`src/pkg/msc_pkg.sv`:
```
package msc_pkg;

    // Clock rate and the one millisecond tick
    localparam int unsigned CLK_NS   = 16'h0005;
    localparam int unsigned TICK_NS  = 32'h000f_4240;
    localparam int unsigned TICK_CYC = TICK_NS / CLK_NS;

    // Unit conversions
    localparam int unsigned MS_S  = 16'h03e8;
    localparam int unsigned S_MIN = 16'h003c;
    localparam int unsigned S_H   = 16'h0e10;

    // Millisecond counters
    localparam int TW = 25;
    typedef logic [TW-1:0] msc_ms_t;

    // Times in their own units
    localparam int unsigned CONC_S   = 16'h0004;
    localparam int unsigned TAIL_S   = 16'h0005;
    localparam int unsigned SEQ_H    = 16'h0008;
    localparam int unsigned STD_MIN  = 16'h000a;
    localparam int unsigned LONG_H   = 16'h0008;
    localparam int unsigned EXT_H    = 16'h0008;
    localparam int unsigned EN_H     = 16'h0008;
    localparam int unsigned FILT_S   = 16'h0003;
    localparam int unsigned FSHORT_MS = 16'h0064;

    // The same times in milliseconds
    localparam msc_ms_t CONC_CNT   = msc_ms_t'(CONC_S * MS_S);
    localparam msc_ms_t TAIL_CNT   = msc_ms_t'(TAIL_S * MS_S);
    localparam msc_ms_t SEQ_CNT    = msc_ms_t'(SEQ_H * S_H * MS_S);
    localparam msc_ms_t STD_CNT    = msc_ms_t'(STD_MIN * S_MIN * MS_S);
    localparam msc_ms_t LONG_CNT   = msc_ms_t'(LONG_H * S_H * MS_S);
    localparam msc_ms_t EXT_CNT    = msc_ms_t'(EXT_H * S_H * MS_S);
    localparam msc_ms_t EN_CNT     = msc_ms_t'(EN_H * S_H * MS_S);
    localparam msc_ms_t FILT_CNT   = msc_ms_t'(FILT_S * MS_S);
    localparam msc_ms_t FSHORT_CNT = msc_ms_t'(FSHORT_MS);

    // Register map (byte addresses) and fields
    localparam int AW = 4;
    localparam logic [AW-1:0] REG_CTRL = 4'h0;
    localparam logic [AW-1:0] REG_STAT = 4'h4;
    localparam logic [AW-1:0] REG_TIME = 4'h8;
    localparam int C_MODE  = 4'h0;
    localparam int MODE_W  = 4'h3;
    localparam int C_FOUR  = 4'h3;
    localparam int C_T2    = 4'h4;
    localparam int S_STATE = 4'h0;
    localparam int S_OUT   = 4'h6;
    localparam int S_FLT   = 4'h7;
    localparam int S_ENA   = 4'h8;
    localparam int S_EXT   = 4'h9;
    localparam logic [MODE_W-1:0] MODE_RST = 3'h1;

    // Operating mode sets, bit n stands for mode n
    localparam logic [7:0] MSK_VALID = 8'h7e;
    localparam logic [7:0] MSK_SEQ   = 8'h18;
    localparam logic [7:0] MSK_LONG  = 8'h14;
    localparam logic [7:0] MSK_EXT   = 8'h62;
    localparam logic [7:0] MSK_ALT   = 8'h5c;
    localparam logic [7:0] MSK_EN    = 8'h20;
    localparam logic [7:0] MSK_PART  = 8'h40;

    // Input pin positions
    localparam int NPIN  = 4'h9;
    localparam int P_ALT = 4'h4;
    localparam int P_EOT = 4'h5;
    localparam int P_FLD = 4'h6;
    localparam int P_TOP = 4'h7;
    localparam int P_RST = 4'h8;

    // Opening patterns of the four sensor sequence
    localparam logic [3:0] SNR_FWD = 4'h1;
    localparam logic [3:0] SNR_REV = 4'h8;

    typedef enum logic [5:0] {
        ST_IDLE = 6'h01,
        ST_ARM  = 6'h02,
        ST_MUTE = 6'h04,
        ST_TAIL = 6'h08,
        ST_OVR  = 6'h10,
        ST_FLT  = 6'h20
    } msc_state_t;

endpackage : msc_pkg

```
`src/msc_muting_ctrl.sv`:
```
// The Avalon-MM interface to the registers and the placing of the registers were chosen for this implementation.
`timescale 1ns/10ps
`default_nettype none

module msc_muting_ctrl
    import msc_pkg::*;
#(
    parameter int unsigned TICK_CYCLES = TICK_CYC
) (
    input  wire logic          clk_i,
    input  wire logic          srst_i,
    input  wire logic [AW-1:0] avs_address_i,
    input  wire logic          avs_read_i,
    input  wire logic          avs_write_i,
    input  wire logic [31:0]   avs_writedata_i,
    input  wire logic [3:0]    avs_byteenable_i,
    output logic [31:0]        avs_readdata_o,
    output logic               avs_waitrequest_o,
    input  wire logic          muting_sensor_first_i,
    input  wire logic          muting_sensor_second_i,
    input  wire logic          muting_sensor_third_i,
    input  wire logic          muting_sensor_fourth_i,
    input  wire logic          muting_sensor_second_alt_i,
    input  wire logic          enable_or_timeout_input_i,
    input  wire logic          field_clear_i,
    input  wire logic          top_beam_clear_i,
    input  wire logic          restart_button_i,
    output logic               safety_switch_output_o,
    output logic               muting_active_o,
    output logic               fault_o
);

    typedef struct packed {
        msc_state_t         st;
        logic [MODE_W-1:0]  mode;
        logic               four;
        logic               t2;
        logic               ack;
        logic [31:0]        rdata;
        logic [NPIN-1:0]    sy1;
        logic [NPIN-1:0]    sy2;
        logic [NPIN-1:0]    sy3;
        logic [NPIN-1:0]    pin;
        logic [31:0]        pre;
        msc_ms_t            tmr;
        msc_ms_t            mute_ms;
        msc_ms_t            win_ms;
        msc_ms_t            en_ms;
        logic               rev;
        logic               seen3;
        logic               ext_ok;
        logic               ext_act;
        logic               ext_done;
        logic               en_arm;
        logic               rst_prev;
        logic               out;
    } msc_regs_t;

    localparam logic [NPIN-1:0] PIN_RST = {{(NPIN-1){1'b0}}, 1'b1} << P_EOT;

    // Enable pin stages start high, so reset alone cannot arm the enable
    localparam msc_regs_t REGS_RST = '{st: ST_IDLE, mode: MODE_RST, sy1: PIN_RST, sy2: PIN_RST,
                                      sy3: PIN_RST, pin: PIN_RST, default: '0};

    msc_regs_t       regs_ff;
    msc_regs_t       nxt_regs;
    logic [NPIN-1:0] pins_raw;
    logic [3:0]      snr;
    logic [3:0]      ord;
    logic [31:0]     rd_word;
    logic            a_s;
    logic            b_s;
    logic            m_seq;
    logic            m_long;
    logic            m_ext;
    logic            m_alt;
    logic            m_en;
    logic            m_part;
    logic            four4;
    logic            muting;
    logic            tick;
    logic            rst_p;
    logic            eot;
    logic            en_ok;
    logic            en_flt;
    logic            to_flt;
    logic            top_flt;
    logic            glob_flt;
    logic            ext_go;
    logic            req;
    msc_ms_t         lim;
    msc_ms_t         filt;

    // Membership of a mode in a set of modes
    function automatic logic mode_in(input logic [MODE_W-1:0] m,
                                     input logic [7:0] set);
        return set[m];
    endfunction : mode_in

    // Saturating millisecond increment
    function automatic msc_ms_t inc_ms(input msc_ms_t v);
        return (&v) ? v : v + 1'b1;
    endfunction : inc_ms

    // Sensors in passing order, first sensor of the pass at bit 0
    function automatic logic [3:0] in_order(input logic [3:0] s,
                                            input logic r);
        return r ? {s[0], s[1], s[2], s[3]} : s;
    endfunction : in_order

    // Raw pins, bit order as the pin positions
    assign pins_raw = {restart_button_i, top_beam_clear_i, field_clear_i,
                       enable_or_timeout_input_i, muting_sensor_second_alt_i,
                       muting_sensor_fourth_i, muting_sensor_third_i,
                       muting_sensor_second_i, muting_sensor_first_i};

    // Mode decode
    assign m_seq  = mode_in(regs_ff.mode, MSK_SEQ);
    assign m_long = mode_in(regs_ff.mode, MSK_LONG);
    assign m_ext  = mode_in(regs_ff.mode, MSK_EXT);
    assign m_alt  = mode_in(regs_ff.mode, MSK_ALT);
    assign m_en   = mode_in(regs_ff.mode, MSK_EN);
    assign m_part = mode_in(regs_ff.mode, MSK_PART);
    assign four4  = regs_ff.four & ~regs_ff.t2 & ~m_seq;

    // Second signal may come from either interface
    assign snr = {regs_ff.pin[3:2],
                  regs_ff.pin[1] | (m_alt & regs_ff.pin[P_ALT]),
                  regs_ff.pin[0]};
    assign ord = in_order(snr, regs_ff.rev);
    assign a_s = snr[0];
    assign b_s = snr[1];

    // Status and timing terms
    assign muting = (regs_ff.st == ST_MUTE) || (regs_ff.st == ST_TAIL)
                 || (regs_ff.st == ST_OVR);
    assign tick   = (regs_ff.pre == 32'(TICK_CYCLES - 1));
    assign rst_p  = regs_ff.pin[P_RST] & ~regs_ff.rst_prev;
    assign eot    = regs_ff.pin[P_EOT];
    assign en_ok  = ~m_en | (regs_ff.en_arm & eot);
    assign en_flt = m_en & (regs_ff.en_ms >= EN_CNT);
    assign lim    = m_long ? LONG_CNT : STD_CNT;
    assign filt   = (regs_ff.four & regs_ff.t2) ? FSHORT_CNT : FILT_CNT;
    assign to_flt = muting & (regs_ff.win_ms >= lim);
    assign top_flt = muting & m_part & ~regs_ff.pin[P_TOP];
    assign glob_flt = to_flt | top_flt | en_flt;
    assign ext_go = m_ext & regs_ff.ext_ok & ~regs_ff.ext_done & ~eot
                  & (regs_ff.mute_ms < EXT_CNT);
    assign req    = avs_read_i | avs_write_i;

    // Register read multiplexer
    always_comb begin
        rd_word = '0;
        if (avs_address_i == REG_CTRL) begin
            rd_word[C_MODE +: MODE_W] = regs_ff.mode;
            rd_word[C_FOUR]           = regs_ff.four;
            rd_word[C_T2]             = regs_ff.t2;
        end else if (avs_address_i == REG_STAT) begin
            rd_word[S_STATE +: 6] = regs_ff.st;
            rd_word[S_OUT]        = regs_ff.out;
            rd_word[S_FLT]        = (regs_ff.st == ST_FLT);
            rd_word[S_ENA]        = regs_ff.en_arm;
            rd_word[S_EXT]        = regs_ff.ext_act;
        end else if (avs_address_i == REG_TIME) begin
            rd_word[TW-1:0] = regs_ff.mute_ms;
        end
    end

    // Next state of the whole block
    always_comb begin
        nxt_regs = regs_ff;
        // Three stage pin synchroniser, change taken when the second and third stages agree
        nxt_regs.sy1 = pins_raw;
        nxt_regs.sy2 = regs_ff.sy1;
        nxt_regs.sy3 = regs_ff.sy2;
        nxt_regs.pin = (regs_ff.sy2 & regs_ff.sy3)
                     | (regs_ff.pin & (regs_ff.sy2 | regs_ff.sy3));
        nxt_regs.rst_prev = regs_ff.pin[P_RST];
        nxt_regs.pre = tick ? '0 : regs_ff.pre + 32'h0000_0001;

        // Bus slave: one wait cycle, then answer
        nxt_regs.ack = req & ~regs_ff.ack;
        if (avs_read_i & ~regs_ff.ack) begin
            nxt_regs.rdata = rd_word;
        end
        if (avs_write_i & regs_ff.ack & avs_byteenable_i[0]
            & (avs_address_i == REG_CTRL)
            & mode_in(avs_writedata_i[C_MODE +: MODE_W], MSK_VALID)) begin
            nxt_regs.mode = avs_writedata_i[C_MODE +: MODE_W];
            nxt_regs.four = avs_writedata_i[C_FOUR];
            nxt_regs.t2   = avs_writedata_i[C_T2];
        end

        // Enable input: armed by a low level, high time measured
        if (~eot) begin
            nxt_regs.en_arm = 1'b1;
            nxt_regs.en_ms  = '0;
        end else if (m_en & tick) begin
            nxt_regs.en_ms = inc_ms(regs_ff.en_ms);
        end

        // Muting duration and timeout window
        if (muting & tick) begin
            nxt_regs.mute_ms = inc_ms(regs_ff.mute_ms);
            if (~ext_go) begin
                nxt_regs.win_ms = inc_ms(regs_ff.win_ms);
            end
        end
        nxt_regs.ext_act = muting & ext_go;
        if (regs_ff.ext_act & ~ext_go) begin
            nxt_regs.ext_done = 1'b1;
            nxt_regs.win_ms   = '0;
        end

        // Muting sequencer
        unique case (regs_ff.st)
            ST_IDLE: begin
                nxt_regs.seen3 = 1'b0;
                if (four4) begin
                    if (snr == SNR_FWD) begin
                        nxt_regs.rev = 1'b0;
                        nxt_regs.st  = ST_ARM;
                    end else if (snr == SNR_REV) begin
                        nxt_regs.rev = 1'b1;
                        nxt_regs.st  = ST_ARM;
                    end
                end else if (m_seq ? (a_s & ~b_s) : (a_s ^ b_s)) begin
                    nxt_regs.st = ST_ARM;
                end
            end
            ST_ARM: begin
                if (tick) begin
                    nxt_regs.tmr = inc_ms(regs_ff.tmr);
                end
                if (four4) begin
                    if (~ord[0] | ord[2] | ord[3]
                        | (regs_ff.tmr >= CONC_CNT)) begin
                        nxt_regs.st = ST_FLT;
                    end else if (ord[1]) begin
                        nxt_regs.st = en_ok ? ST_MUTE : ST_IDLE;
                    end
                end else if (~a_s & ~b_s) begin
                    nxt_regs.st = ST_IDLE;
                end else if (b_s & (a_s | m_seq)) begin
                    nxt_regs.st = en_ok ? ST_MUTE : ST_IDLE;
                end else if (regs_ff.tmr >= (m_seq ? SEQ_CNT : CONC_CNT)) begin
                    nxt_regs.st = ST_FLT;
                end
            end
            ST_MUTE: begin
                nxt_regs.seen3 = regs_ff.seen3 | ord[2];
                if (four4) begin
                    if (~regs_ff.seen3 & (~ord[0] | ~ord[1])) begin
                        nxt_regs.st = ST_FLT;
                    end else if (regs_ff.seen3 & ord[0] & ~ord[1]) begin
                        nxt_regs.st = ST_FLT;
                    end else if (regs_ff.seen3 & ~ord[2]) begin
                        nxt_regs.st = ST_IDLE;
                    end
                end else if (m_seq) begin
                    if (~a_s & ~b_s) begin
                        nxt_regs.st = ST_TAIL;
                    end
                end else if (~a_s & ~b_s) begin
                    nxt_regs.st = ST_IDLE;
                end else if (a_s ^ b_s) begin
                    if (tick) begin
                        nxt_regs.tmr = inc_ms(regs_ff.tmr);
                    end
                    if (regs_ff.tmr >= filt) begin
                        nxt_regs.st = ST_IDLE;
                    end
                end else begin
                    nxt_regs.tmr = '0;
                end
            end
            ST_TAIL: begin
                if (a_s | b_s) begin
                    nxt_regs.st = ST_MUTE;
                end else if (regs_ff.tmr >= TAIL_CNT) begin
                    nxt_regs.st = ST_IDLE;
                end else if (tick) begin
                    nxt_regs.tmr = inc_ms(regs_ff.tmr);
                end
            end
            ST_OVR: begin
                if (snr == '0) begin
                    nxt_regs.st = ST_IDLE;
                end
            end
            ST_FLT: begin
                if (rst_p) begin
                    nxt_regs.st = (|snr) ? ST_OVR : ST_IDLE;
                end
            end
        endcase

        // Faults common to all states; the timeout and top beam faults arise only while muting
        if (glob_flt) begin
            nxt_regs.st = ST_FLT;
        end
        if (nxt_regs.st != regs_ff.st) begin
            nxt_regs.tmr = '0;
        end
        // Fresh timers on every start of muting
        if (~muting & ((nxt_regs.st == ST_MUTE) || (nxt_regs.st == ST_OVR))) begin
            nxt_regs.mute_ms  = '0;
            nxt_regs.win_ms   = '0;
            nxt_regs.ext_done = 1'b0;
            nxt_regs.ext_act  = 1'b0;
            nxt_regs.ext_ok   = eot;
        end
        // Outputs on with clear field and top beam, or muted with top beam rule
        nxt_regs.out = (regs_ff.st != ST_FLT)
                     & ((regs_ff.pin[P_FLD] & regs_ff.pin[P_TOP])
                     | (muting & (regs_ff.pin[P_TOP] | ~m_part)));
    end

    // State register
    always_ff @(posedge clk_i) begin
        if (srst_i) begin
            regs_ff <= REGS_RST;
        end else begin
            regs_ff <= nxt_regs;
        end
    end

    // Outputs
    assign avs_waitrequest_o      = req & ~regs_ff.ack;
    assign avs_readdata_o         = regs_ff.rdata;
    assign safety_switch_output_o = regs_ff.out;
    assign muting_active_o        = muting;
    assign fault_o                = (regs_ff.st == ST_FLT);

    // Checks
    mute_out_a: assert property (
        @(posedge clk_i) disable iff (srst_i)
        (regs_ff.st == ST_MUTE) && !m_part |=> safety_switch_output_o
    ) else $error("outputs off while muted");

    conc_lost_a: assert property (
        @(posedge clk_i) disable iff (srst_i)
        (regs_ff.st == ST_ARM) && !four4 && !m_seq && (a_s ^ b_s)
        && (regs_ff.tmr >= CONC_CNT) |=> fault_o
    ) else $error("late second sensor not faulted");

    tail_end_a: assert property (
        @(posedge clk_i) disable iff (srst_i)
        (regs_ff.st == ST_TAIL) && !a_s && !b_s && !glob_flt
        && (regs_ff.tmr >= TAIL_CNT) |=> (regs_ff.st == ST_IDLE)
    ) else $error("clear delay did not end muting");

    seq_limit_a: assert property (
        @(posedge clk_i) disable iff (srst_i)
        (regs_ff.st == ST_ARM) && m_seq && a_s && !b_s
        && (regs_ff.tmr >= SEQ_CNT) |=> fault_o
    ) else $error("sequence wait not limited");

    order_four_a: assert property (
        @(posedge clk_i) disable iff (srst_i)
        (regs_ff.st == ST_IDLE) && four4 && (snr != SNR_FWD)
        && (snr != SNR_REV) |=> !muting_active_o && (regs_ff.st != ST_ARM)
    ) else $error("four sensor start out of order");

    four_conc_a: assert property (
        @(posedge clk_i) disable iff (srst_i)
        (regs_ff.st == ST_ARM) && four4 && (regs_ff.tmr >= CONC_CNT)
        |=> fault_o ##1 !safety_switch_output_o
    ) else $error("four sensor concurrency not faulted");

    four_good_a: assert property (
        @(posedge clk_i) disable iff (srst_i)
        (regs_ff.st == ST_MUTE) && four4 && regs_ff.seen3 && !ord[2]
        && !(ord[0] && !ord[1]) && !glob_flt && !m_part
        |=> (regs_ff.st == ST_IDLE) && safety_switch_output_o
    ) else $error("third sensor clearing mishandled");

    four_drop_a: assert property (
        @(posedge clk_i) disable iff (srst_i)
        (regs_ff.st == ST_MUTE) && four4 && !regs_ff.seen3 && !ord[1]
        |=> fault_o
    ) else $error("early sensor dropout not faulted");

    mute_limit_a: assert property (
        @(posedge clk_i) disable iff (srst_i)
        muting && (regs_ff.win_ms >= lim) |=> fault_o
    ) else $error("muting timeout not enforced");

    en_refuse_a: assert property (
        @(posedge clk_i) disable iff (srst_i)
        !muting && m_en && !en_ok |=> (regs_ff.st != ST_MUTE)
    ) else $error("muting started without enable");

    en_long_a: assert property (
        @(posedge clk_i) disable iff (srst_i)
        m_en && eot && (regs_ff.en_ms >= EN_CNT) |=> fault_o
    ) else $error("long enable not faulted");

    top_beam_a: assert property (
        @(posedge clk_i) disable iff (srst_i)
        muting && m_part && !regs_ff.pin[P_TOP]
        |=> fault_o && !safety_switch_output_o
    ) else $error("top beam break ignored in mode 6");

    flt_hold_a: assert property (
        @(posedge clk_i) disable iff (srst_i)
        fault_o && !rst_p |=> fault_o && !safety_switch_output_o
    ) else $error("fault released without restart");

endmodule : msc_muting_ctrl

`default_nettype wire

```
`config.mk`:
```
export PLATFORM = sky130hd
export DESIGN_NAME = msc_muting_ctrl
export DESIGN_NICKNAME = d
export VERILOG_FILES = /design/src/pkg/msc_pkg.sv /design/src/msc_muting_ctrl.sv
export SDC_FILE = /design/constraint.sdc
export NUM_CORES = 1
export LEC_CHECK = 0
export ABC_AREA = 0
export BUFFER_PORTS_ARGS = -buffer_cell sky130_fd_sc_hd__buf_2
export CAP_MARGIN = 20
export CORE_ASPECT_RATIO = 1.4
export CORE_UTILIZATION = 50
export DETAILED_ROUTE_END_ITERATION = 10
export HOLD_SLACK_MARGIN = 0.08
export PLACE_DENSITY = 0.68
export SETUP_SLACK_MARGIN = 0.02
export SYNTH_ARGS = -nofsm -noshare
export SYNTH_HDL_FRONTEND = slang
export SYNTH_SLANG_ARGS = --single-unit
```
`constraint.sdc`:
```
create_clock -name clk_i -period 3.6 [get_ports clk_i]
set_input_delay 0 -clock clk_i [delete_from_list [all_inputs] [get_ports clk_i]]
set_output_delay 0 -clock clk_i [all_outputs]
set_load 0.005 [all_outputs]
```
==> impl_metrics.prom, run 1 <==
# TYPE chip_impl_metric gauge
chip_impl_metric{name="r2r_depth",unit=""} 11
chip_impl_info{name="run_status",value="finished, final reports clean"} 1
chip_impl_metric{name="dpl.cell_count",unit=""} 1612
chip_impl_metric{name="floorplan.initialDensity",unit=""} 0.513
chip_impl_info{name="tritoncts",value="built"} 1
chip_impl_metric{name="cts.repair_timing.setup_buffer_count",unit=""} 0
chip_impl_metric{name="period_share",unit=""} 0.914
chip_impl_info{name="layout_commonest_cell",value="sky130_fd_sc_hd__dfxtp_1"} 1
chip_impl_metric{name="die_area",unit="um^2"} 23800
chip_impl_info{name="r2r-end",value="regs_ff[90]$_SDFFE_PP0P_"} 1
chip_impl_info{name="crit_type",value="register to register"} 1
chip_impl_metric{name="critPathMaxStageDelay",unit="ns"} 0.46
chip_impl_metric{name="clock_sinks",unit=""} 219
chip_impl_metric{name="layout_cells_sized_above_1",unit=""} 0.114
chip_impl_metric{name="antenna_violations_before_repair",unit=""} 0
chip_impl_metric{name="drt-pass1-iter-count",unit=""} 5
chip_impl_metric{name="gp_congestion",unit=""} 0.907
chip_impl_metric{name="syn_inst_count",unit=""} 1330
chip_impl_metric{name="timing.slew.headroom",unit=""} 0.429
chip_impl_metric{name="syn_area_per_cell",unit="um^2"} 8.72
chip_impl_metric{name="count_of_flip_flops_with_a_built_in_enable_after_synthesis",unit=""} 0
chip_impl_metric{name="power",unit="W"} 0.00491
chip_impl_metric{name="diodes",unit=""} 0
chip_impl_info{name="timing.rr.start",value="m_long$_DFF_P_"} 1
chip_impl_metric{name="pin_count_of_the_biggest_net_entering_global_routing",unit=""} 76
chip_impl_info{name="critical_path.startpoint_type",value="register"} 1
chip_impl_metric{name="fin_cells",unit=""} 1672
chip_impl_metric{name="placement.cell_area",unit="um^2"} 11800
chip_impl_metric{name="peak_supply_drop",unit="mV"} 0.299
chip_impl_metric{name="total_wirelength_of_the_detailed_routed_design",unit="um"} 25300
chip_impl_metric{name="ys.warnings.count",unit=""} 0
chip_impl_metric{name="port_buffers",unit=""} 51
chip_impl_metric{name="worst-endpoint-required",unit="ns"} 4.01
chip_impl_info{name="min_delay_worst_endpoint",value="avs_readdata_o[1]$_SDFFE_PP0P_"} 1
chip_impl_metric{name="max_freq",unit="GHz"} 0.304
chip_impl_metric{name="post_synth_instance_area",unit="um^2"} 11600
chip_impl_metric{name="grt.total_usage",unit=""} 0.215
chip_impl_metric{name="crit_path_max_fanout",unit=""} 25
chip_impl_metric{name="synth-seq-area-share",unit=""} 0.378
chip_impl_metric{name="cts.path.max_buffers",unit=""} 3
chip_impl_info{name="crit_chain",value="inv_2, ha_1, a21oi_1, o21ai_0, nor4_1, a31oi_1, or2_4, nor4_1, o2111ai_2, buf_4, nor4b_1"} 1
chip_impl_info{name="reg_with_most_ffs",value="regs_ff"} 1
chip_impl_metric{name="postLayoutCellArea",unit="um^2"} 12800
chip_impl_metric{name="max-cap-violations",unit=""} 0
chip_impl_metric{name="static-leakage-power",unit="nW"} 4.84
chip_impl_info{name="critical-path-top-cell-by-count",value="sky130_fd_sc_hd__nor4_1"} 1
chip_impl_metric{name="finClkSkew",unit="ns"} 0.0188
chip_impl_info{name="hold_path_class",value="input port to register"} 1
chip_impl_metric{name="post_drt_wl_per_cell",unit="um"} 15.1
chip_impl_metric{name="fp-row-count",unit=""} 65
chip_impl_metric{name="finalHoldViolations",unit=""} 0
chip_impl_info{name="rsz0062_at_grt",value="false"} 1
chip_impl_metric{name="timing_max_transition_violations_final",unit=""} 0
chip_impl_metric{name="drcViolationCount",unit=""} 0
chip_impl_metric{name="ant_nets",unit=""} 0
chip_impl_info{name="postSynth.topFlopCell",value="sky130_fd_sc_hd__dfxtp_1"} 1
chip_impl_metric{name="detailroute.via_count",unit=""} 9413
chip_impl_metric{name="nNetsFinal",unit=""} 1453
chip_impl_metric{name="synth.distinct_cells",unit=""} 92
chip_impl_metric{name="cts-htree-levels",unit=""} 1
chip_impl_metric{name="hpwl",unit="um"} 17600
chip_impl_metric{name="timing.final.setup_violations",unit=""} 0
chip_impl_metric{name="flow.area_growth_from_synthesis",unit="%"} 10.3
chip_impl_info{name="endpoint_kind",value="register"} 1
chip_impl_metric{name="chipWidth",unit="um"} 131
chip_impl_metric{name="worstHoldPathCells",unit=""} 5
chip_impl_metric{name="placeable_area",unit="um^2"} 22600
chip_impl_metric{name="worstMarginPinSlew",unit="ns"} 0.851
chip_impl_metric{name="first_global_vias",unit=""} 8748
chip_impl_metric{name="power_density",unit="nW/um^2"} 384
chip_impl_info{name="slowest_stage",value="sky130_fd_sc_hd__dfxtp_1"} 1
chip_impl_metric{name="avgViaCountPerCell",unit=""} 5.63
chip_impl_info{name="holdCritStartpoint",value="avs_address_i[2]"} 1
chip_impl_metric{name="setup_tns",unit="ns"} 0
chip_impl_metric{name="first_iter_violations",unit=""} 520
chip_impl_info{name="leading_cell_types_in_the_layout_fill_and_taps_excluded",value="219 x sky130_fd_sc_hd__dfxtp_1, 196 x sky130_fd_sc_hd__nor2_1, 73 x sky130_fd_sc_hd__nand2_1, 62 x sky130_fd_sc_hd__xor2_1, 60 x sky130_fd_sc_hd__nand3_1"} 1
chip_impl_metric{name="largest_register_ff_count",unit=""} 166
chip_impl_metric{name="die_h",unit="um"} 182
chip_impl_metric{name="fin_crit",unit="ns"} 3.29
chip_impl_info{name="cts_root_buffer",value="sky130_fd_sc_hd__clkbuf_16"} 1
chip_impl_metric{name="worst_ep_arrival_time",unit="ns"} 3.70
chip_impl_metric{name="grt_first_pass_wirelength",unit="um"} 42500
chip_impl_metric{name="postSynthRegisterBits",unit=""} 219
chip_impl_metric{name="clk_pin_slew",unit="ns"} 0.06
chip_impl_metric{name="cts-buffers-inserted",unit=""} 22
chip_impl_metric{name="clock_latency_of_the_later_clocked_register_in_the_worst_skew_pair",unit="ns"} 0.51
chip_impl_metric{name="ios",unit=""} 89
chip_impl_metric{name="reg2reg_setup_slack",unit="ns"} 0.31
chip_impl_metric{name="grt_overflow",unit=""} 0
chip_impl_metric{name="async_set_or_reset_register_ratio_after_synthesis",unit=""} 0
==> worst max-delay path, delay by kind of cell (launching register included) <==
kind            cells  cell delay (ns)
fa+ha+maj           1             0.33
compound gates      4             0.62
simple gates        4             1.33
buf+inv             2             0.44
flops               1             0.46
==> where the power goes <==
group,switching (W),total [W],internal (W)
combinational,0.0000848,0.000137,0.0000527
sequential,0.00000977,0.00245,0.00244
clock,0.000949,0.00232,0.00137
total,0.00104,0.00491,0.00387
==> through the flow <==
stage / hold WS, ns / setup WS [ns] / utilization
2_1_floorplan: 0.104 / 0.591 / -
3_3_place_gp: 0.192 / 0.333 / 0.524
3_5_place_dp: 0.191 / 0.177 / 0.524
4_1_cts: 0.124 / 0.135 / 0.565
5_1_grt: 0.169 / 0.0392 / 0.565
6_report: 0.150 / 0.308 / 0.565
==> cell usage after synthesis (9+ instances only) <==
cell,n,area share
sky130_fd_sc_hd__clkbuf_1,34,0.011
sky130_fd_sc_hd__a211oi_1,9,0.0058
sky130_fd_sc_hd__o21ai_0,47,0.020
sky130_fd_sc_hd__nor4_1,17,0.0092
sky130_fd_sc_hd__nand3_1,60,0.026
sky130_fd_sc_hd__nor3_1,24,0.010
sky130_fd_sc_hd__nor2_1,196,0.063
sky130_fd_sc_hd__buf_4,34,0.022
sky130_fd_sc_hd__and3_1,34,0.018
sky130_fd_sc_hd__a21oi_1,42,0.018
sky130_fd_sc_hd__dfxtp_1,219,0.38
sky130_fd_sc_hd__xor2_1,62,0.047
sky130_fd_sc_hd__nand2_1,73,0.024
sky130_fd_sc_hd__nand4_1,48,0.026
sky130_fd_sc_hd__and2_1,11,0.0059
sky130_fd_sc_hd__or3_1,12,0.0065
sky130_fd_sc_hd__mux2i_1,16,0.014
sky130_fd_sc_hd__nor4b_2,20,0.026
sky130_fd_sc_hd__ha_1,43,0.046
sky130_fd_sc_hd__xnor2_1,56,0.042
sky130_fd_sc_hd__nor2b_1,31,0.017
sky130_fd_sc_hd__inv_1,39,0.013
sky130_fd_sc_hd__buf_2,17,0.0073
sky130_fd_sc_hd__and4_1,14,0.011
sky130_fd_sc_hd__a22oi_1,26,0.017
==> per-layer routing <==
metal | GRT usage | wire length, um
met1 | 0.270 | 11400
met2 | 0.376 | 12500
met3 | 0.0252 | 903
met4 | 0.0708 | 604
met5 | 0 | 0
==> cell families after synthesis <==
group / synth area share
muxes: 0.0167
and+or+nand+nor: 0.284
xor gates and xnor gates: 0.0891
other: 0.000323
adders and majority gates: 0.0464
AOI/OAI and AO/OA: 0.123
buffers and inverters: 0.0623
DFF: 0.378
==> cell type report <==
class	count	area, um^2
flip-flops and latches	219	4380
inverters	40	150
clock inverters	7	88.8
repair buffers	91	636
multi-input cells	983	6510
fillers	2146	9830
well taps	301	377
clock buffers	31	636
==> worst max path at each step <==
stage / from / to / depth (start not counted)
floorplan: m_long$_DFF_P_ / regs_ff[100]$_SDFFE_PP0P_ / 12
global placement: m_long$_DFF_P_ / regs_ff[90]$_SDFFE_PP0P_ / 11
detailed placement: m_long$_DFF_P_ / regs_ff[90]$_SDFFE_PP0P_ / 11
CTS: m_long$_DFF_P_ / regs_ff[90]$_SDFFE_PP0P_ / 11
global route: m_long$_DFF_P_ / regs_ff[90]$_SDFFE_PP0P_ / 11
finish: m_long$_DFF_P_ / regs_ff[90]$_SDFFE_PP0P_ / 11
==> what timing repair did <==
item                                    CTS  global route
hold buffers                             22             0
gates resized for setup                   0             2
endpoints found under the setup margin    0            25
hold endpoints to repair                 31             0
Power figures use the tool's default switching activity.
==> inputs of run 2 (changes only) <==
Settings changed: ABC_AREA 0 to 1, BUFFER_PORTS_ARGS -buffer_cell sky130_fd_sc_hd__buf_2 to unset, DONT_BUFFER_PORTS set to 1, PLACE_DENSITY 0.68 to unset.
==> impl_metrics.prom, run 2 <==
# TYPE chip_impl_metric gauge
chip_impl_info{name="run_status",value="finished, final reports clean"} 1
chip_impl_info{name="endpoint_kind",value="register"} 1
chip_impl_metric{name="max-cap-violations",unit=""} 0
chip_impl_metric{name="placeable_area",unit="um^2"} 25400
chip_impl_metric{name="clock_latency_of_the_later_clocked_register_in_the_worst_skew_pair",unit="ns"} 0.52
chip_impl_metric{name="gp_congestion",unit=""} 0.974
chip_impl_metric{name="largest_register_ff_count",unit=""} 166
chip_impl_metric{name="post_synth_instance_area",unit="um^2"} 12900
chip_impl_metric{name="cts-buffers-inserted",unit=""} 24
chip_impl_metric{name="chipWidth",unit="um"} 138
chip_impl_metric{name="period_share",unit=""} 0.895
chip_impl_metric{name="pin_count_of_the_biggest_net_entering_global_routing",unit=""} 49
chip_impl_metric{name="detailroute.via_count",unit=""} 12231
chip_impl_metric{name="floorplan.initialDensity",unit=""} 0.508
chip_impl_metric{name="finalWorstSetupSlack",unit="ns"} 0.379
chip_impl_info{name="rsz0062_at_grt",value="false"} 1
chip_impl_metric{name="fp-row-count",unit=""} 69
chip_impl_info{name="tritoncts",value="built"} 1
chip_impl_metric{name="number_of_fillers_in_the_final_layout",unit=""} 2604
chip_impl_metric{name="combined_flip_flop_and_latch_cell_area",unit="um^2"} 4380
chip_impl_metric{name="power_density",unit="nW/um^2"} 369
chip_impl_info{name="crit_chain",value="dlygate4sd3_1, nor2_1, dlygate4sd3_1, inv_1, nor2_2, inv_1, nor3_1, nand2_1, nand2_1, nand2_1, dlygate4sd3_1, nor2_2, inv_1, ha_1, o21ai_0"} 1
chip_impl_metric{name="die_area",unit="um^2"} 26400
chip_impl_metric{name="die_h",unit="um"} 192
chip_impl_metric{name="post_drt_wl_per_cell",unit="um"} 15.2
chip_impl_metric{name="power",unit="W"} 0.00521
chip_impl_metric{name="cts-htree-levels",unit=""} 1
chip_impl_info{name="cts_root_buffer",value="sky130_fd_sc_hd__clkbuf_16"} 1
chip_impl_metric{name="nNetsFinal",unit=""} 2045
chip_impl_metric{name="synth.top_cell.area_share",unit=""} 0.340
chip_impl_metric{name="worstMarginPinSlew",unit="ns"} 0.984
chip_impl_metric{name="finalHoldViolations",unit=""} 0
chip_impl_metric{name="worst_ep_arrival_time",unit="ns"} 3.66
chip_impl_info{name="most_frequent_cells_after_synthesis",value="395 x sky130_fd_sc_hd__nand2_1, 278 x sky130_fd_sc_hd__inv_1, 228 x sky130_fd_sc_hd__nor2_1, 219 x sky130_fd_sc_hd__dfxtp_1, 138 x sky130_fd_sc_hd__a21oi_1"} 1
chip_impl_metric{name="diodes",unit=""} 0
chip_impl_info{name="leading_cell_types_in_the_layout_fill_and_taps_excluded",value="395 x sky130_fd_sc_hd__nand2_1, 278 x sky130_fd_sc_hd__inv_1, 225 x sky130_fd_sc_hd__nor2_1, 219 x sky130_fd_sc_hd__dfxtp_1, 138 x sky130_fd_sc_hd__a21oi_1"} 1
chip_impl_metric{name="detailedPlace.worstSlack",unit="ns"} 0.403
chip_impl_metric{name="worst-endpoint-required",unit="ns"} 4.04
chip_impl_metric{name="first_global_vias",unit=""} 11445
chip_impl_metric{name="grt.total_usage",unit=""} 0.264
chip_impl_metric{name="whs",unit="ns"} 0.0918
chip_impl_info{name="layout_commonest_cell",value="sky130_fd_sc_hd__nand2_1"} 1
chip_impl_metric{name="peak_supply_drop",unit="mV"} 0.558
chip_impl_metric{name="hpwl",unit="um"} 25900
chip_impl_metric{name="avgViaCountPerCell",unit=""} 5.36
chip_impl_metric{name="async_set_or_reset_register_ratio_after_synthesis",unit=""} 0
chip_impl_metric{name="syn_inst_count",unit=""} 1943
chip_impl_metric{name="ant_nets",unit=""} 0
chip_impl_metric{name="cts.path.max_buffers",unit=""} 3
chip_impl_metric{name="timing_max_transition_violations_final",unit=""} 0
chip_impl_metric{name="layout_cells_sized_above_1",unit=""} 0.0707
chip_impl_metric{name="syn_area_per_cell",unit="um^2"} 6.63
chip_impl_metric{name="total_wirelength_of_the_detailed_routed_design",unit="um"} 34700
chip_impl_metric{name="first_iter_violations",unit=""} 518
chip_impl_metric{name="ys.warnings.count",unit=""} 0
chip_impl_metric{name="static-leakage-power",unit="nW"} 5.39
chip_impl_info{name="slowest_stage",value="sky130_fd_sc_hd__dlygate4sd3_1"} 1
chip_impl_metric{name="critPathMaxStageDelay",unit="ns"} 0.60
chip_impl_metric{name="count_of_flip_flops_with_a_built_in_enable_after_synthesis",unit=""} 0
chip_impl_metric{name="drt-pass1-iter-count",unit=""} 5
chip_impl_metric{name="port_buffers",unit=""} 0
chip_impl_metric{name="ios",unit=""} 89
chip_impl_metric{name="finClkSkew",unit="ns"} 0.0135
chip_impl_metric{name="fin_crit",unit="ns"} 3.22
chip_impl_metric{name="timing.final.setup_violations",unit=""} 0
chip_impl_metric{name="synth.distinct_cells",unit=""} 55
chip_impl_metric{name="grt_overflow",unit=""} 0
chip_impl_info{name="crit_type",value="input port to register"} 1
chip_impl_metric{name="multiInputGateArea",unit="um^2"} 6990
chip_impl_info{name="critical_path.startpoint_type",value="input port"} 1
chip_impl_metric{name="flow.area_growth_from_synthesis",unit="%"} 9.62
chip_impl_info{name="reg_with_most_ffs",value="regs_ff"} 1
chip_impl_metric{name="drcViolationCount",unit=""} 0
chip_impl_metric{name="clock_sinks",unit=""} 219
chip_impl_metric{name="crit_path_max_fanout",unit=""} 7
chip_impl_info{name="netlist_top_cells_area",value="sky130_fd_sc_hd__dfxtp_1 34%, sky130_fd_sc_hd__nand2_1 12%, sky130_fd_sc_hd__inv_1 8.1%, sky130_fd_sc_hd__nor2_1 6.6%, sky130_fd_sc_hd__a21oi_1 5.4%"} 1
chip_impl_metric{name="max_freq",unit="GHz"} 0.310
chip_impl_metric{name="antenna_violations_before_repair",unit=""} 0
chip_impl_metric{name="setup_tns",unit="ns"} 0
chip_impl_info{name="hold_path_class",value="input port to register"} 1
chip_impl_info{name="postSynth.topFlopCell",value="sky130_fd_sc_hd__dfxtp_1"} 1
chip_impl_metric{name="clk_pin_slew",unit="ns"} 0.06
chip_impl_metric{name="grt_first_pass_wirelength",unit="um"} 55600
chip_impl_info{name="netlist.top_cell.by_area",value="sky130_fd_sc_hd__dfxtp_1"} 1
chip_impl_metric{name="postSynthRegisterBits",unit=""} 219
chip_impl_metric{name="synth-seq-area-share",unit=""} 0.340
chip_impl_metric{name="timing.slew.headroom",unit=""} 0.340
chip_impl_info{name="synth_most_common_cell",value="sky130_fd_sc_hd__nand2_1"} 1
-- run 2: worst paths after layout --
path / start / endpoint / slack, ns / cells past startpoint
setup / recovery: avs_address_i[0] / m_ext$_DFF_P_ / 0.38 / 15
hold / removal: avs_address_i[2] / avs_readdata_o[8]$_SDFFE_PP0P_ / 0.09 / 4
setup reg to reg: m_long$_DFF_P_ / regs_ff[5]$_SDFFE_PP0P_ / 0.38 / 18
hold reg to reg: nxt_regs[161]$_SDFF_PP0_ / nxt_regs[152]$_SDFF_PP0_ / 0.40 / 2
-- run 2: metrics by stage --
stage	instance area, um^2	instances	util
floorplan	12900	1949	-
global placement	13000	2211	0.511
detailed placement	13000	2211	0.511
CTS	14100	2284	0.556
global route	14100	2284	0.556
finish	14100	2284	0.556
-- run 2: timing repair --
action	4_1_cts	5_1_grt
hold buffers	31	0
hold endpoints to repair	130	0
endpoints found under the setup margin	0	5
resized for setup	0	2
buffers inserted	0	0
-- run 2: layout make-up --
cell class,count,area share
multi-input cells,1370,0.495
well taps,319,0.0283
repair buffers,48,0.0317
clock inverters,8,0.00842
clock buffers,34,0.0502
inverters,286,0.0760
flip-flops and latches,219,0.310
-- run 2: report_power, final --
part           total (W)  switching, W  internal, W
Sequential       0.00248     0.0000219      0.00246
Combinational   0.000146     0.0000964    0.0000497
Clock            0.00259       0.00101      0.00158
Total            0.00521       0.00112      0.00409
-- run 2: cells by family (layout without fill, tap and decap cells) --
family / Yosys count / in the layout / synth area share
AOI/OAI and AO/OA: 294 / 294 / 0.125
xor gates and xnor gates: 44 / 44 / 0.0299
adders and majority gates: 43 / 43 / 0.0418
buffers and inverters: 360 / 376 / 0.120
DFF: 219 / 219 / 0.340
other: 1 / 7 / 0.000291
and+or+nand+nor: 982 / 982 / 0.343
-- run 2: critical path, delay by kind of cell --
| kind | cells | cell delay [ns] |
|---|---|---|
| AND/OR/NAND/NOR | 7 | 1.29 |
| AO/OA/AOI/OAI | 1 | 0.15 |
| buffers and inverters | 6 | 1.95 |
| adder cells (fa/ha/maj) | 1 | 0.29 |
-- run 2: routing by layer --
metal / up-vias / part of all wire / global-route usage
met5: - / 0 / 0
met2: 232 / 0.52 / 0.499
met4: 0 / 0.039 / 0.112
li1: 6325 / - / -
met1: 5582 / 0.40 / 0.285
met3: 92 / 0.038 / 0.0369
==> inputs of run 3 (changes only) <==
Settings changed: CORE_ASPECT_RATIO 1.4 to 1.1, GPL_TIMING_DRIVEN set to 1.
==> impl_metrics.prom, run 3 (synthesis results as in run 2) <==
# TYPE chip_impl_metric gauge
chip_impl_metric{name="grt_first_pass_wirelength",unit="um"} 55400
chip_impl_metric{name="ios",unit=""} 89
chip_impl_info{name="crit_type",value="input port to register"} 1
chip_impl_metric{name="peak_supply_drop",unit="mV"} 0.373
chip_impl_metric{name="cts-buffers-inserted",unit=""} 24
chip_impl_info{name="crit_chain",value="dlygate4sd3_1, nor2_1, dlygate4sd3_1, inv_1, nor2_1, inv_1, nor3_1, nand2_1, nand2_1, nand2_1, dlygate4sd3_1, nor2_1, ha_1, inv_1, o21ai_1"} 1
chip_impl_metric{name="timing.slew.headroom",unit=""} 0.394
chip_impl_metric{name="total_wirelength_of_the_detailed_routed_design",unit="um"} 33700
chip_impl_info{name="tritoncts",value="built"} 1
chip_impl_metric{name="cts-htree-levels",unit=""} 1
chip_impl_metric{name="fin_crit",unit="ns"} 3.27
chip_impl_info{name="rsz0062_at_grt",value="false"} 1
chip_impl_info{name="hold_path_class",value="input port to register"} 1
chip_impl_info{name="holdCritStartpoint",value="avs_address_i[3]"} 1
chip_impl_metric{name="worst-endpoint-required",unit="ns"} 3.98
chip_impl_info{name="timing.rr.start",value="regs_ff[108]$_SDFF_PP0_"} 1
chip_impl_metric{name="max-cap-violations",unit=""} 0
chip_impl_info{name="min_delay_worst_endpoint",value="regs_ff[213]$_SDFFE_PP0P_"} 1
chip_impl_info{name="critical_path.startpoint_type",value="input port"} 1
chip_impl_info{name="reg_with_most_ffs",value="regs_ff"} 1
chip_impl_metric{name="r2r_depth",unit=""} 15
chip_impl_metric{name="cts.path.max_buffers",unit=""} 3
chip_impl_metric{name="chipWidth",unit="um"} 155
chip_impl_metric{name="floorplan.initialDensity",unit=""} 0.510
chip_impl_metric{name="diodes",unit=""} 0
chip_impl_metric{name="layout_cells_sized_above_1",unit=""} 0.0692
chip_impl_metric{name="nNetsFinal",unit=""} 2049
chip_impl_metric{name="crit_path_max_fanout",unit=""} 7
chip_impl_metric{name="largest_register_ff_count",unit=""} 166
chip_impl_metric{name="first_iter_violations",unit=""} 741
chip_impl_metric{name="static-leakage-power",unit="nW"} 5.40
chip_impl_metric{name="reg2reg_setup_slack",unit="ns"} 0.42
chip_impl_info{name="cts_root_buffer",value="sky130_fd_sc_hd__clkbuf_16"} 1
chip_impl_metric{name="setup_tns",unit="ns"} 0
chip_impl_metric{name="finalHoldViolations",unit=""} 0
chip_impl_info{name="slowest_stage",value="sky130_fd_sc_hd__dlygate4sd3_1"} 1
chip_impl_metric{name="whs",unit="ns"} 0.0972
chip_impl_metric{name="first_global_vias",unit=""} 11217
chip_impl_metric{name="grt.total_usage",unit=""} 0.256
chip_impl_metric{name="die_area",unit="um^2"} 26400
chip_impl_metric{name="worst_ep_arrival_time",unit="ns"} 3.65
chip_impl_metric{name="post_drt_wl_per_cell",unit="um"} 14.6
chip_impl_metric{name="avgViaCountPerCell",unit=""} 5.28
chip_impl_metric{name="number_of_fillers_in_the_final_layout",unit=""} 2613
chip_impl_metric{name="worstHoldPathCells",unit=""} 5
chip_impl_metric{name="port_buffers",unit=""} 0
chip_impl_metric{name="hpwl",unit="um"} 25000
chip_impl_info{name="layout_commonest_cell",value="sky130_fd_sc_hd__nand2_1"} 1
chip_impl_metric{name="antenna_violations_before_repair",unit=""} 1
chip_impl_metric{name="critPathMaxStageDelay",unit="ns"} 0.56
chip_impl_metric{name="grt_overflow",unit=""} 0
chip_impl_metric{name="die_h",unit="um"} 170
chip_impl_metric{name="clock_latency_of_the_later_clocked_register_in_the_worst_skew_pair",unit="ns"} 0.52
chip_impl_info{name="leading_cell_types_in_the_layout_fill_and_taps_excluded",value="395 x sky130_fd_sc_hd__nand2_1, 277 x sky130_fd_sc_hd__inv_1, 227 x sky130_fd_sc_hd__nor2_1, 219 x sky130_fd_sc_hd__dfxtp_1, 138 x sky130_fd_sc_hd__a21oi_1"} 1
chip_impl_metric{name="placeable_area",unit="um^2"} 25300
chip_impl_info{name="endpoint_kind",value="register"} 1
chip_impl_info{name="run_status",value="finished, final reports clean"} 1
chip_impl_metric{name="detailroute.via_count",unit=""} 12210
chip_impl_metric{name="clock_sinks",unit=""} 219
chip_impl_metric{name="pin_count_of_the_biggest_net_entering_global_routing",unit=""} 49
chip_impl_metric{name="max_freq",unit="GHz"} 0.306
chip_impl_metric{name="clk_pin_slew",unit="ns"} 0.06
chip_impl_metric{name="period_share",unit=""} 0.908
chip_impl_metric{name="finClkSkew",unit="ns"} 0.0142
chip_impl_metric{name="drcViolationCount",unit=""} 0
chip_impl_metric{name="power_density",unit="nW/um^2"} 362
chip_impl_metric{name="ant_nets",unit=""} 0
chip_impl_metric{name="timing_max_transition_violations_final",unit=""} 0
chip_impl_metric{name="timing.final.setup_violations",unit=""} 0
chip_impl_metric{name="drt-pass1-iter-count",unit=""} 6
chip_impl_metric{name="worstMarginPinSlew",unit="ns"} 0.906
chip_impl_metric{name="fp-row-count",unit=""} 61
chip_impl_metric{name="flow.area_growth_from_synthesis",unit="%"} 10.1
chip_impl_metric{name="gp_congestion",unit=""} 0.927
chip_impl_info{name="r2r-end",value="regs_ff[99]$_SDFFE_PP0P_"} 1
[run 3: changes by cell type in the layout (fill, tap and decap cells not counted), moves of 2 or more]
cell	before	now
sky130_fd_sc_hd__nor2_2	40	38
sky130_fd_sc_hd__nor2_1	225	227
sky130_fd_sc_hd__clkinvlp_4	0	3
sky130_fd_sc_hd__dlygate4sd3_1	30	32
sky130_fd_sc_hd__clkinv_2	4	0
[run 3: final cells by class]
class	count	area (um^2)	area share
Multi-Input combinational cell	1370	6990	0.493
Sequential cell	219	4380	0.309
Inverter	286	1080	0.0759
Clock buffer	33	696	0.0490
Timing Repair Buffer	52	503	0.0354
Tap cell	346	433	0.0305
Clock inverter	5	105	0.00741
[run 3: worst max-delay path by stage]
stage,endpoint,from
floorplan,regs_ff[73]$_SDFFE_PP0P_,regs_ff[144]$_SDFF_PP0_
global placement,regs_ff[5]$_SDFFE_PP0P_,m_seq$_DFF_P_
CTS,m_long$_DFF_P_,avs_address_i[0]
finish,m_long$_DFF_P_,avs_address_i[0]
global route,m_long$_DFF_P_,avs_address_i[0]
detailed placement,regs_ff[5]$_SDFFE_PP0P_,m_seq$_DFF_P_
[run 3: per-layer routing]
layer	up-vias	part of all wire	track usage
met4	2	0.026	0.0766
met2	253	0.49	0.453
met1	5563	0.44	0.319
li1	6323	-	-
met5	-	0.00024	0
met3	69	0.044	0.0354
[run 3: worst max-delay path, delay by kind of cell]
| family | cells | cell delay (ns) |
|---|---|---|
| compound gates | 1 | 0.37 |
| fa+ha+maj | 1 | 0.19 |
| buf+inv | 6 | 1.87 |
| simple gates | 7 | 1.21 |
[run 3: timing repair]
action / in CTS / in global routing
endpoints found under the setup margin: 0 / 9
hold buffers: 32 / 1
buffers inserted: 0 / 3
endpoints found under the hold margin: 126 / 9
gates resized for setup: 0 / 3
[run 3: report_power, final]
group	switching [W]	internal, W	leakage [nW]	total, W
clock network	0.000965	0.00155	0.384	0.00251
registers	0.0000211	0.00246	1.77	0.00248
logic	0.0000986	0.0000542	3.24	0.000153
total	0.00108	0.00406	5.40	0.00514
[run 3: per-stage QoR]
step | setup WS (ns) | util | area [um^2] | instances | power (W)
floorplan | 1.04 | - | 12900 | 1949 | 0.00265
global placement | 0.394 | 0.514 | 13000 | 2236 | 0.00264
detailed placement | 0.407 | 0.514 | 13000 | 2236 | 0.00264
CTS | 0.221 | 0.559 | 14100 | 2306 | 0.00521
global route | 0.0788 | 0.562 | 14200 | 2311 | 0.00534
finish | 0.330 | 0.562 | 14200 | 2311 | 0.00514
